<file path="src/inc/sscp_pkg.sv">
// Shared constants and types for the serial setup chain port
package sscp_pkg;
	localparam int unsigned SETUP_BITS_DEF  = 32'h0000_0040;
	localparam int unsigned SYNC_STAGES     = 32'h0000_0002;
	localparam logic        DONE_N_RESET    = 1'h1;
	localparam logic        PASS_RESET      = 1'h0;
	localparam logic        SCLK_RESET      = 1'h0;
	localparam logic        LOAD_EN_N_RESET = 1'h1;

	typedef enum logic [0:0] {
		SSCP_LOADING = 1'b0,
		SSCP_DONE    = 1'b1
	} sscp_state_t;

	typedef struct packed {
		logic sclk;
		logic data;
		logic load_en_n;
	} sscp_serial_t;
endpackage

</file>
<file path="src/core/sscp_sync.sv">
// Two flip-flop synchroniser for a bundle of pin inputs
`timescale 1ns/1ps
module sscp_sync #(
	parameter int unsigned WIDTH = 3,
	parameter logic [WIDTH-1:0] RESET_VAL = '0
) (
	// Clock and reset
	input  wire logic             clk_in,
	input  wire logic             rst_n_in,
	// Data
	input  wire logic [WIDTH-1:0] async_in,
	output logic      [WIDTH-1:0] sync_out
);
	logic [WIDTH-1:0] meta_q;

	always_ff @(posedge clk_in or negedge rst_n_in) begin
		if (!rst_n_in) begin
			meta_q   <= RESET_VAL;
			sync_out <= RESET_VAL;
		end else begin
			meta_q   <= async_in;
			sync_out <= meta_q;
		end
	end
endmodule

</file>
<file path="src/core/sscp_top.sv">
// Serial setup chain port: shifts setup bits, then passes the chain through
`timescale 1ns/1ps
// Operation
// - Capture serial bit on clock rise, enable low
// - Setup state held in a shift register
// - After done, serial input passes to output
// - Pass-through output carries data down chain
// - Once complete, done output follows load enable
// - Done low means queue traffic may begin
module sscp_top #(
	parameter int unsigned SETUP_BITS = sscp_pkg::SETUP_BITS_DEF
) (
	// Clock and reset
	input  wire logic                  core_clk_in,
	input  wire logic                  reset_n_in,
	// Serial chain inputs
	input  wire logic                  setup_sclk_in,
	input  wire logic                  setup_data_in,
	input  wire logic                  chain_load_enable_n_in,
	// Serial chain outputs
	output logic                       setup_pass_out,
	output logic                       chain_load_done_n_out,
	// Configuration state
	output logic [SETUP_BITS-1:0]      setup_word_out,
	output logic                       setup_ready_out
);
	localparam int unsigned CW = $clog2(SETUP_BITS + 1);
	localparam logic [CW-1:0] LAST_CNT = CW'(SETUP_BITS - 1);

	logic [1:0]             rst_sync_q;
	logic                   rst_n;
	sscp_pkg::sscp_serial_t pin_raw;
	sscp_pkg::sscp_serial_t pin_s;
	logic                   sclk_prev_q;
	logic                   sclk_rise;
	logic                   accept;
	logic [CW-1:0]          count_q;
	sscp_pkg::sscp_state_t  state_q;
	logic [SETUP_BITS-1:0]  word_q;
	logic                   done_n_q;
	logic                   pass_q;
	logic                   ready_q;

	// Completion decode, shared by the ready, done and pass flops and the checks
	function automatic logic is_done(input sscp_pkg::sscp_state_t st);
		return (st == sscp_pkg::SSCP_DONE);
	endfunction

	// Reset release through two flops
	always_ff @(posedge core_clk_in or negedge reset_n_in) begin
		if (!reset_n_in) begin
			rst_sync_q <= 2'h0;
		end else begin
			rst_sync_q <= {rst_sync_q[0], 1'b1};
		end
	end
	assign rst_n = rst_sync_q[1];

	assign pin_raw = '{sclk: setup_sclk_in, data: setup_data_in, load_en_n: chain_load_enable_n_in};

	sscp_sync #(
		.WIDTH     (3),
		.RESET_VAL ({sscp_pkg::SCLK_RESET, sscp_pkg::PASS_RESET, sscp_pkg::LOAD_EN_N_RESET})
	) u_sync (
		.clk_in   (core_clk_in),
		.rst_n_in (rst_n),
		.async_in (pin_raw),
		.sync_out (pin_s)
	);

	// Edge detect on the synchronised copy only
	always_ff @(posedge core_clk_in or negedge rst_n) begin
		if (!rst_n) begin
			sclk_prev_q <= sscp_pkg::SCLK_RESET;
		end else begin
			sclk_prev_q <= pin_s.sclk;
		end
	end
	assign sclk_rise = pin_s.sclk & ~sclk_prev_q;
	assign accept    = sclk_rise & ~pin_s.load_en_n & (state_q == sscp_pkg::SSCP_LOADING);

	// Setup shift register, newest bit at the top
	always_ff @(posedge core_clk_in or negedge rst_n) begin
		if (!rst_n) begin
			word_q <= '0;
		end else if (accept) begin
			if (SETUP_BITS > 1) begin
				word_q <= {pin_s.data, word_q[SETUP_BITS-1:1]};
			end else begin
				word_q <= {SETUP_BITS{pin_s.data}};
			end
		end
	end

	// Bit counter and completion
	always_ff @(posedge core_clk_in or negedge rst_n) begin
		if (!rst_n) begin
			count_q <= '0;
			state_q <= sscp_pkg::SSCP_LOADING;
		end else if (accept) begin
			count_q <= CW'(count_q + 1'b1);
			unique case (state_q)
				sscp_pkg::SSCP_LOADING: begin
					if (count_q == LAST_CNT) begin
						state_q <= sscp_pkg::SSCP_DONE;
					end
				end
				sscp_pkg::SSCP_DONE: begin
					state_q <= sscp_pkg::SSCP_DONE;
				end
			endcase
		end
	end

	// Ready flag for the rest of the device, a plain level
	always_ff @(posedge core_clk_in or negedge rst_n) begin
		if (!rst_n) begin
			ready_q <= 1'b0;
		end else begin
			ready_q <= is_done(state_q);
		end
	end

	// Done output held high until complete, then a copy of the enable
	always_ff @(posedge core_clk_in or negedge rst_n) begin
		if (!rst_n) begin
			done_n_q <= sscp_pkg::DONE_N_RESET;
		end else if (is_done(state_q)) begin
			done_n_q <= pin_s.load_en_n;
		end else begin
			done_n_q <= sscp_pkg::DONE_N_RESET;
		end
	end

	// Pass-through adds the synchroniser latency, a limit for fast chains
	always_ff @(posedge core_clk_in or negedge rst_n) begin
		if (!rst_n) begin
			pass_q <= sscp_pkg::PASS_RESET;
		end else if (is_done(state_q) && !done_n_q) begin
			pass_q <= pin_s.data;
		end else begin
			pass_q <= sscp_pkg::PASS_RESET;
		end
	end

	// Every output is a flop, nothing after it
	assign setup_word_out        = word_q;
	assign setup_ready_out       = ready_q;
	assign chain_load_done_n_out = done_n_q;
	assign setup_pass_out        = pass_q;

	a_no_early_done: assert property (@(posedge core_clk_in) disable iff (!rst_n)
		!is_done(state_q) |=> done_n_q)
		else $error("done asserted before load complete");

	a_done_follows: assert property (@(posedge core_clk_in) disable iff (!rst_n)
		is_done(state_q) |=> (done_n_q == $past(pin_s.load_en_n)))
		else $error("done does not follow load enable");

	a_done_release: assert property (@(posedge core_clk_in) disable iff (!rst_n)
		(is_done(state_q) && pin_s.load_en_n) |=> done_n_q)
		else $error("done stays low with enable high");

	a_done_low: assert property (@(posedge core_clk_in) disable iff (!rst_n)
		(is_done(state_q) && !pin_s.load_en_n) |=> !done_n_q)
		else $error("done not low after programming");

	a_shift_step: assert property (@(posedge core_clk_in) disable iff (!rst_n)
		(accept && SETUP_BITS > 1) |=> (word_q[SETUP_BITS-1] == $past(pin_s.data)))
		else $error("shift register did not take bit");

	a_shift_older: assert property (@(posedge core_clk_in) disable iff (!rst_n)
		accept |=> ((word_q << 1) == (($past(word_q) >> 1) << 1)))
		else $error("older setup bits did not move down");

	a_hold_idle: assert property (@(posedge core_clk_in) disable iff (!rst_n)
		!accept |=> $stable(word_q))
		else $error("setup changed without accepted bit");

	a_no_accept_high: assert property (@(posedge core_clk_in) disable iff (!rst_n)
		pin_s.load_en_n |=> $stable(word_q))
		else $error("bit accepted with enable high");

	a_frozen_done: assert property (@(posedge core_clk_in) disable iff (!rst_n)
		is_done(state_q) |=> $stable(word_q))
		else $error("setup changed after completion");

	a_single_accept: assert property (@(posedge core_clk_in) disable iff (!rst_n)
		accept |=> !accept)
		else $error("one clock rise taken twice");

	a_pass_data: assert property (@(posedge core_clk_in) disable iff (!rst_n)
		(is_done(state_q) && !done_n_q) |=> (pass_q == $past(pin_s.data)))
		else $error("pass-through wrong");

	a_pass_gated: assert property (@(posedge core_clk_in) disable iff (!rst_n)
		done_n_q |=> !pass_q)
		else $error("pass-through active with done high");

	a_pass_quiet: assert property (@(posedge core_clk_in) disable iff (!rst_n)
		!is_done(state_q) |=> !pass_q)
		else $error("pass-through active while loading");

	a_done_sticky: assert property (@(posedge core_clk_in) disable iff (!rst_n)
		is_done(state_q) |=> (is_done(state_q))[*2])
		else $error("completion lost");

	a_count_step: assert property (@(posedge core_clk_in) disable iff (!rst_n)
		accept |=> (count_q == CW'($past(count_q) + 1'b1)))
		else $error("bit count did not advance");

	a_count_hold: assert property (@(posedge core_clk_in) disable iff (!rst_n)
		!accept |=> $stable(count_q))
		else $error("bit count moved without a bit");

	a_count_range: assert property (@(posedge core_clk_in) disable iff (!rst_n)
		!is_done(state_q) |-> (count_q < CW'(SETUP_BITS)))
		else $error("bit count past chain length while loading");

	a_done_at_count: assert property (@(posedge core_clk_in) disable iff (!rst_n)
		(accept && count_q == LAST_CNT) |=> is_done(state_q))
		else $error("last bit did not complete loading");

	a_stay_loading: assert property (@(posedge core_clk_in) disable iff (!rst_n)
		(!is_done(state_q) && !(accept && count_q == LAST_CNT)) |=> !is_done(state_q))
		else $error("loading completed early");

	a_ready_set: assert property (@(posedge core_clk_in) disable iff (!rst_n)
		is_done(state_q) |=> ready_q)
		else $error("ready missing after completion");

	a_ready_clear: assert property (@(posedge core_clk_in) disable iff (!rst_n)
		!is_done(state_q) |=> !ready_q)
		else $error("ready high while loading");
endmodule

</file>
<file path="config.mk">
export PLATFORM = sky130hd
export DESIGN_NAME = sscp_top
export DESIGN_NICKNAME = d
export VERILOG_FILES = /design/src/inc/sscp_pkg.sv /design/src/core/sscp_sync.sv /design/src/core/sscp_top.sv
export SDC_FILE = /design/constraint.sdc
export NUM_CORES = 1
export LEC_CHECK = 0
export BUFFER_PORTS_ARGS = -buffer_cell sky130_fd_sc_hd__buf_2
export CAP_MARGIN = 20
export CORE_MARGIN = 2
export CORE_UTILIZATION = 52
export DETAILED_ROUTE_END_ITERATION = 16
export GPL_TIMING_DRIVEN = 0
export PLACE_DENSITY = 0.77
export SYNTH_ARGS = -nofsm -noshare
export SYNTH_HDL_FRONTEND = slang
export SYNTH_HIERARCHICAL = 1
export SYNTH_SLANG_ARGS = --single-unit
</file>
<file path="constraint.sdc">
create_clock -name core_clk_in -period 3.6 [get_ports core_clk_in]
set_clock_uncertainty 0.05 [all_clocks]
set_input_delay 0 -clock core_clk_in [delete_from_list [all_inputs] [get_ports core_clk_in]]
set_output_delay 0 -clock core_clk_in [all_outputs]
set_load 0.01 [all_outputs]
</file>
After elaboration in Yosys (flattened, before gate mapping)
Cells that the tools add are included.

Register bits after elaboration: 84. Bits of input ports: 5. Output and inout port bits: 67. Logic and storage cells: 24.

$add $sub $neg: 1. Equal/unequal tests: 1. Muxes and demuxes: 4. Bitwise logic cells: 6. Reduce and logical (&&, ||, !) cells: 2.

Operator list (number): $add 7x1->7 const B (1); $eq 7x6->1 const B (1); $and 1x1->1 (3); $mux 1 (3); $not 1->1 (3); $pmux 1 s2 (1); $logic_and 1x1->1 (1); $logic_not 1->1 (1).

Longest topological paths before layout
Word-level depth: 4. Depth in mapped cells: 5. Gate-level depth less buffers: 3.

Modules after synthesis
Netlist, hierarchy kept.

By module, submodules not included: sscp_top (times used 1, cells an instance 171, area an instance 2900.3 µm², sequential area each 1953.1 µm²); sscp_sync (times used 1, cells an instance 6, area an instance 152.6 µm², sequential area each 152.6 µm²).

Worst setup path before layout
No wires, ideal clock.

Path type: reg-to-reg. From: register sclk_prev_q. To: register count_q[1]. Library setup time: 125 ps. Arrival: 1314 ps. Required time: 3425 ps. Setup slack: 2111 ps. Stages on the path, launching flop included: 5. Buffers on the path: 2. Clock period less this slack: 1489 ps. Cells stage by stage: dfrtp_1 nor4b_2 buf_2 buf_4 mux2_2.

Longest elaborated chain between the ends: 4.

RTL lines: start: declaration (RTL line sscp_top.sv:34) `logic sclk_prev_q;`; start signal: assignment (RTL line sscp_top.sv:74) `sclk_prev_q <= sscp_pkg::SCLK_RESET;`; start signal: assignment (RTL line sscp_top.sv:76) `sclk_prev_q <= pin_s.sclk;`; $not 1->1 (RTL line sscp_top.sv:79) `assign sclk_rise = pin_s.sclk & ~sclk_prev_q;`; $and 1x1->1 (RTL line sscp_top.sv:79); $and 1x1->1 (2 in series) (RTL line sscp_top.sv:80) `assign accept = sclk_rise & ~pin_s.load_en_n & (state_q == sscp_pkg::SSCP_LOADING);`; end signal: assignment (RTL line sscp_top.sv:101) `count_q <= CW'(count_q + 1'b1);`; end: declaration (RTL line sscp_top.sv:37) `logic [CW-1:0] count_q;`.

No other way between the ends. A chain may end at the register's enable or synchronous reset.

Final worst setup path
From: register state_q. To: register word_q[55] (netlist: setup_word_out[55]).

Longest elaborated chain between the ends: 2.

RTL lines: start: declaration (RTL line sscp_top.sv:38) `sscp_pkg::sscp_state_t state_q;`; start signal: assignment (RTL line sscp_top.sv:99) `state_q <= sscp_pkg::SSCP_LOADING;`; start signal: assignment (RTL line sscp_top.sv:105) `state_q <= sscp_pkg::SSCP_DONE;`; start signal: assignment (RTL line sscp_top.sv:109) `state_q <= sscp_pkg::SSCP_DONE;`; $not 1->1 (RTL line sscp_top.sv:80); $and 1x1->1 (RTL line sscp_top.sv:80); end signal: assignment (RTL line sscp_top.sv:88) `word_q <= {pin_s.data, word_q[SETUP_BITS-1:1]};`; end signal: assignment (RTL line sscp_top.sv:90) `word_q <= {SETUP_BITS{pin_s.data}};`; end: declaration (RTL line sscp_top.sv:39) `logic [SETUP_BITS-1:0] word_q;`.

No other way between the ends.

==> impl_metrics.tcl <==
set metrics [dict create \
    status "complete, no violations" \
    port_buffers 71 \
    crit_arrival_ps 1860 \
    synth.largest_area_cell "dfrtp_1" \
    worstPathCellList "nor4b_2 > buf_2 > buf_4 > mux2_2" \
    p_per_area_nw_per_um2 540.0 \
    power_leakage_nw 2.104 \
    drt_iter0_markers 39 \
    antenna_cells 0 \
    num_rows 27 \
    cp-end-kind "flip-flop" \
    ys_ff_latch 84 \
    worstMarginPinSlew_ps 527.5 \
    async_reset_ff_share_pct 100.0 \
    root_buffer "clkbuf_8" \
    crit_slowest_cell "dfrtp_1" \
    track_usage_pct 16.57 \
    die_h_um 80.62 \
    slowest_delay_ps 430 \
    critical_path_class "reg2reg" \
    synth_top_family_by_area "multiplexers" \
    crit_required_ps 3770 \
    grt_pass1_wl_um 8059 \
    cts_tree "done" \
    area_growth_pct 24.92 \
    cts_inserted_buffers 9 \
    cp_max_fo 10 \
    initial_core_util_pct 54.77 \
    slew_violations 0 \
    yosysUniqueCellTypes 18 \
    path_clk_slew_ps 80 \
    fp.dieW_um 80.62 \
    drc 0 \
    ant_nets 0 \
    dp.final_hpwl_um 3276 \
    clock_path_buffers 2 \
    yosysMostFrequentCell "dfrtp_1" \
    hold_ws_ps 264.9 \
    timing.final.crit_share_pct 47.11 \
    synth_compound_area_share_pct 0.3279 \
    hold_class "reg2async" \
    grt-ovfl-total 0 \
    rsz0062_at_grt "no" \
    clock_latency_ps 330 \
    max_freq_ghz 0.5896 \
    nets 271 \
    wirelength_um 4945 \
    worst-path-buf-inv 2 \
    synthFlopType "dfrtp_1" \
    synthTopCellsByArea "dfrtp_1 (66%), mux2_2 (24%), dfstp_2 (2.6%)" \
    grt_start_max_net_pins 43 \
    io_pins 72 \
    cts_max_level 3 \
    syn-num-nets 183 \
    yosysSeqAreaShare_pct 68.98 \
    ir_drop_mv 0.2648 \
    ys_warn_count 6 \
    synth_cells 177 \
    setup_viol 0 \
    setup_tns_ps 0 \
    drv_cap 0 \
    cp-start-kind "flip-flop" \
    wl_per_cell_um 14.46 \
    synth_edf_count 0 \
    synthXorXnorAreaFrac_pct 1.721 \
    synth_commonest_cells "dfrtp_1 (81), mux2_2 (65), buf_4 (6)" \
    syn_area_per_cell_um2 17.25 \
    synthMuxAreaShare_pct 23.98 \
    avgViaCountPerCell 5.050 \
    antenna_found_initial 0 \
    hold_violations 0 \
    drt-pass1-iter-count 4 \
    syn_area_um2 3053 \
    synth_top_area_share_pct 66.39 \
    vias 1727 \
    core-area_um2 5574 \
    layout-drive-gt1-share_pct 61.11 \
    cts_resized 0 \
    synth_fa_ha_area_share_pct 0.4098 \
    die-area_um2 6500 \
    slew_headroom_pct 64.83 \
    first_global_vias 1751 \
    clock-sinks 84 \
    crit_family "buffers and inverters" \
    routabilityCongestion 0.7363 \
    period_needed_ps 1696 \
    synthSimpleGateAreaFrac_pct 2.459 \
]
==> per-stage QoR <==
stage / std cells / util, % / worst slack [ps] / instance area (um2) / power, W
floorplan: 177 / - / 1042 / 3053 / 0.001212
CTS: 342 / 68.42 / 1895 / 3814 / 0.002091
finish: 342 / 68.42 / 1904 / 3814 / 0.002059
global placement: 320 / 62.76 / 196.9 / 3498 / 0.001283
global route: 342 / 68.42 / 1810 / 3814 / 0.002155
detailed placement: 321 / 63.19 / 1911 / 3522 / 0.001298
==> sequential cells by signal (all words and copies together), names as in the netlist <==
name,flops
state_q,1
u_sync/meta_q,3
rst_sync_q,2
count_q,7
chain_load_done_n_out,1
setup_pass_out,1
u_sync/sync_out,3
sclk_prev_q,1
setup_word_out,64
setup_ready_out,1
==> path summary, 6_finish.rpt <==
check | slack [ps] | from | to | cells past startpoint
min in group core_clk_in | 270 | setup_sclk_in | u_sync/meta_q[2]$_DFF_PN0_ | 2
hold reg to reg | 260 | rst_sync_q[1]$_DFF_PN0_ | setup_word_out[10]$_DFFE_PN0P_ | 0
hold / removal | 260 | rst_sync_q[1]$_DFF_PN0_ | setup_word_out[10]$_DFFE_PN0P_ | 0
setup / recovery | 1900 | state_q$_DFFE_PN0P_ | setup_word_out[55]$_DFFE_PN0P_ | 4
setup reg to reg | 1900 | state_q$_DFFE_PN0P_ | setup_word_out[55]$_DFFE_PN0P_ | 4
max in group asynchronous | 2570 | rst_sync_q[1]$_DFF_PN0_ | u_sync/sync_out[0]$_DFF_PN1_ | 1
==> worst register-to-register path: cells and delay by family (launching register included) <==
family | cells | cell delay (ps)
buffers and inverters | 2 | 530
AND/OR/NAND/NOR | 1 | 210
multiplexers | 1 | 360
flip-flops | 1 | 430
==> placed cells by master, fill, tap and decap left out <==
cell type       n
clkbuf_8       10
dfstp_2         3
and3_1          2
conb_1          1
dfrtp_1        80
clkbuf_1        1
clkinv_2        2
xnor2_1         5
buf_6           1
bufinv_16       3
a41o_1          1
nor2b_1         1
buf_4           6
nor4b_2         1
buf_2          72
dlygate4sd3_1   5
and3b_1         1
mux2_2         65
xor2_1          1
buf_12          1
ha_1            1
nand4_1         3
nand2b_1        1
nand2_1         2
dfrtp_4         1
==> kinds of logic (layout without fill, tap and decap cells) <==
family | count (synthesis) | count (layout)
and+or+nand+nor | 11 | 11
xor gates and xnor gates | 6 | 6
adders and majority gates | 1 | 1
other | 1 | 1
muxes | 65 | 65
DFF | 84 | 84
AOI/OAI and AO/OA | 1 | 1
buffers and inverters | 8 | 101
==> report_power, final <==
group          leakage [nW]  switching, W  total, W  internal, W
combinational         0.854     0.0000884  0.000194     0.000105
sequential             1.13     0.0000656   0.00108      0.00102
clock                 0.123      0.000304  0.000782     0.000478
==> metal layers <==
layer  global-route usage (%)  part of all wire (%)  vias up
met4                    8.305                   1.9        0
met2                    25.42                    47       51
li1                         -                     -      799
met5                        0                     0        -
met1                    21.46                    46      868
met3                    4.944                   5.4        9
==> final cells by class <==
class                   count  area (um2)
clock inverters             5       100.1
plain buffers               8       61.31
clock buffers              11       141.4
multi-input cells          85       885.9
repair buffers             77       425.4
flip-flops and latches     84        2110
well taps                  72       90.09
fillers                   418        1760
==> timing repair <==
item,in CTS,in global routing
buffers inserted,0,0
endpoints found under the hold margin,5,0
hold buffers,5,0
Note: power is estimated with default switching activity, not from simulation.
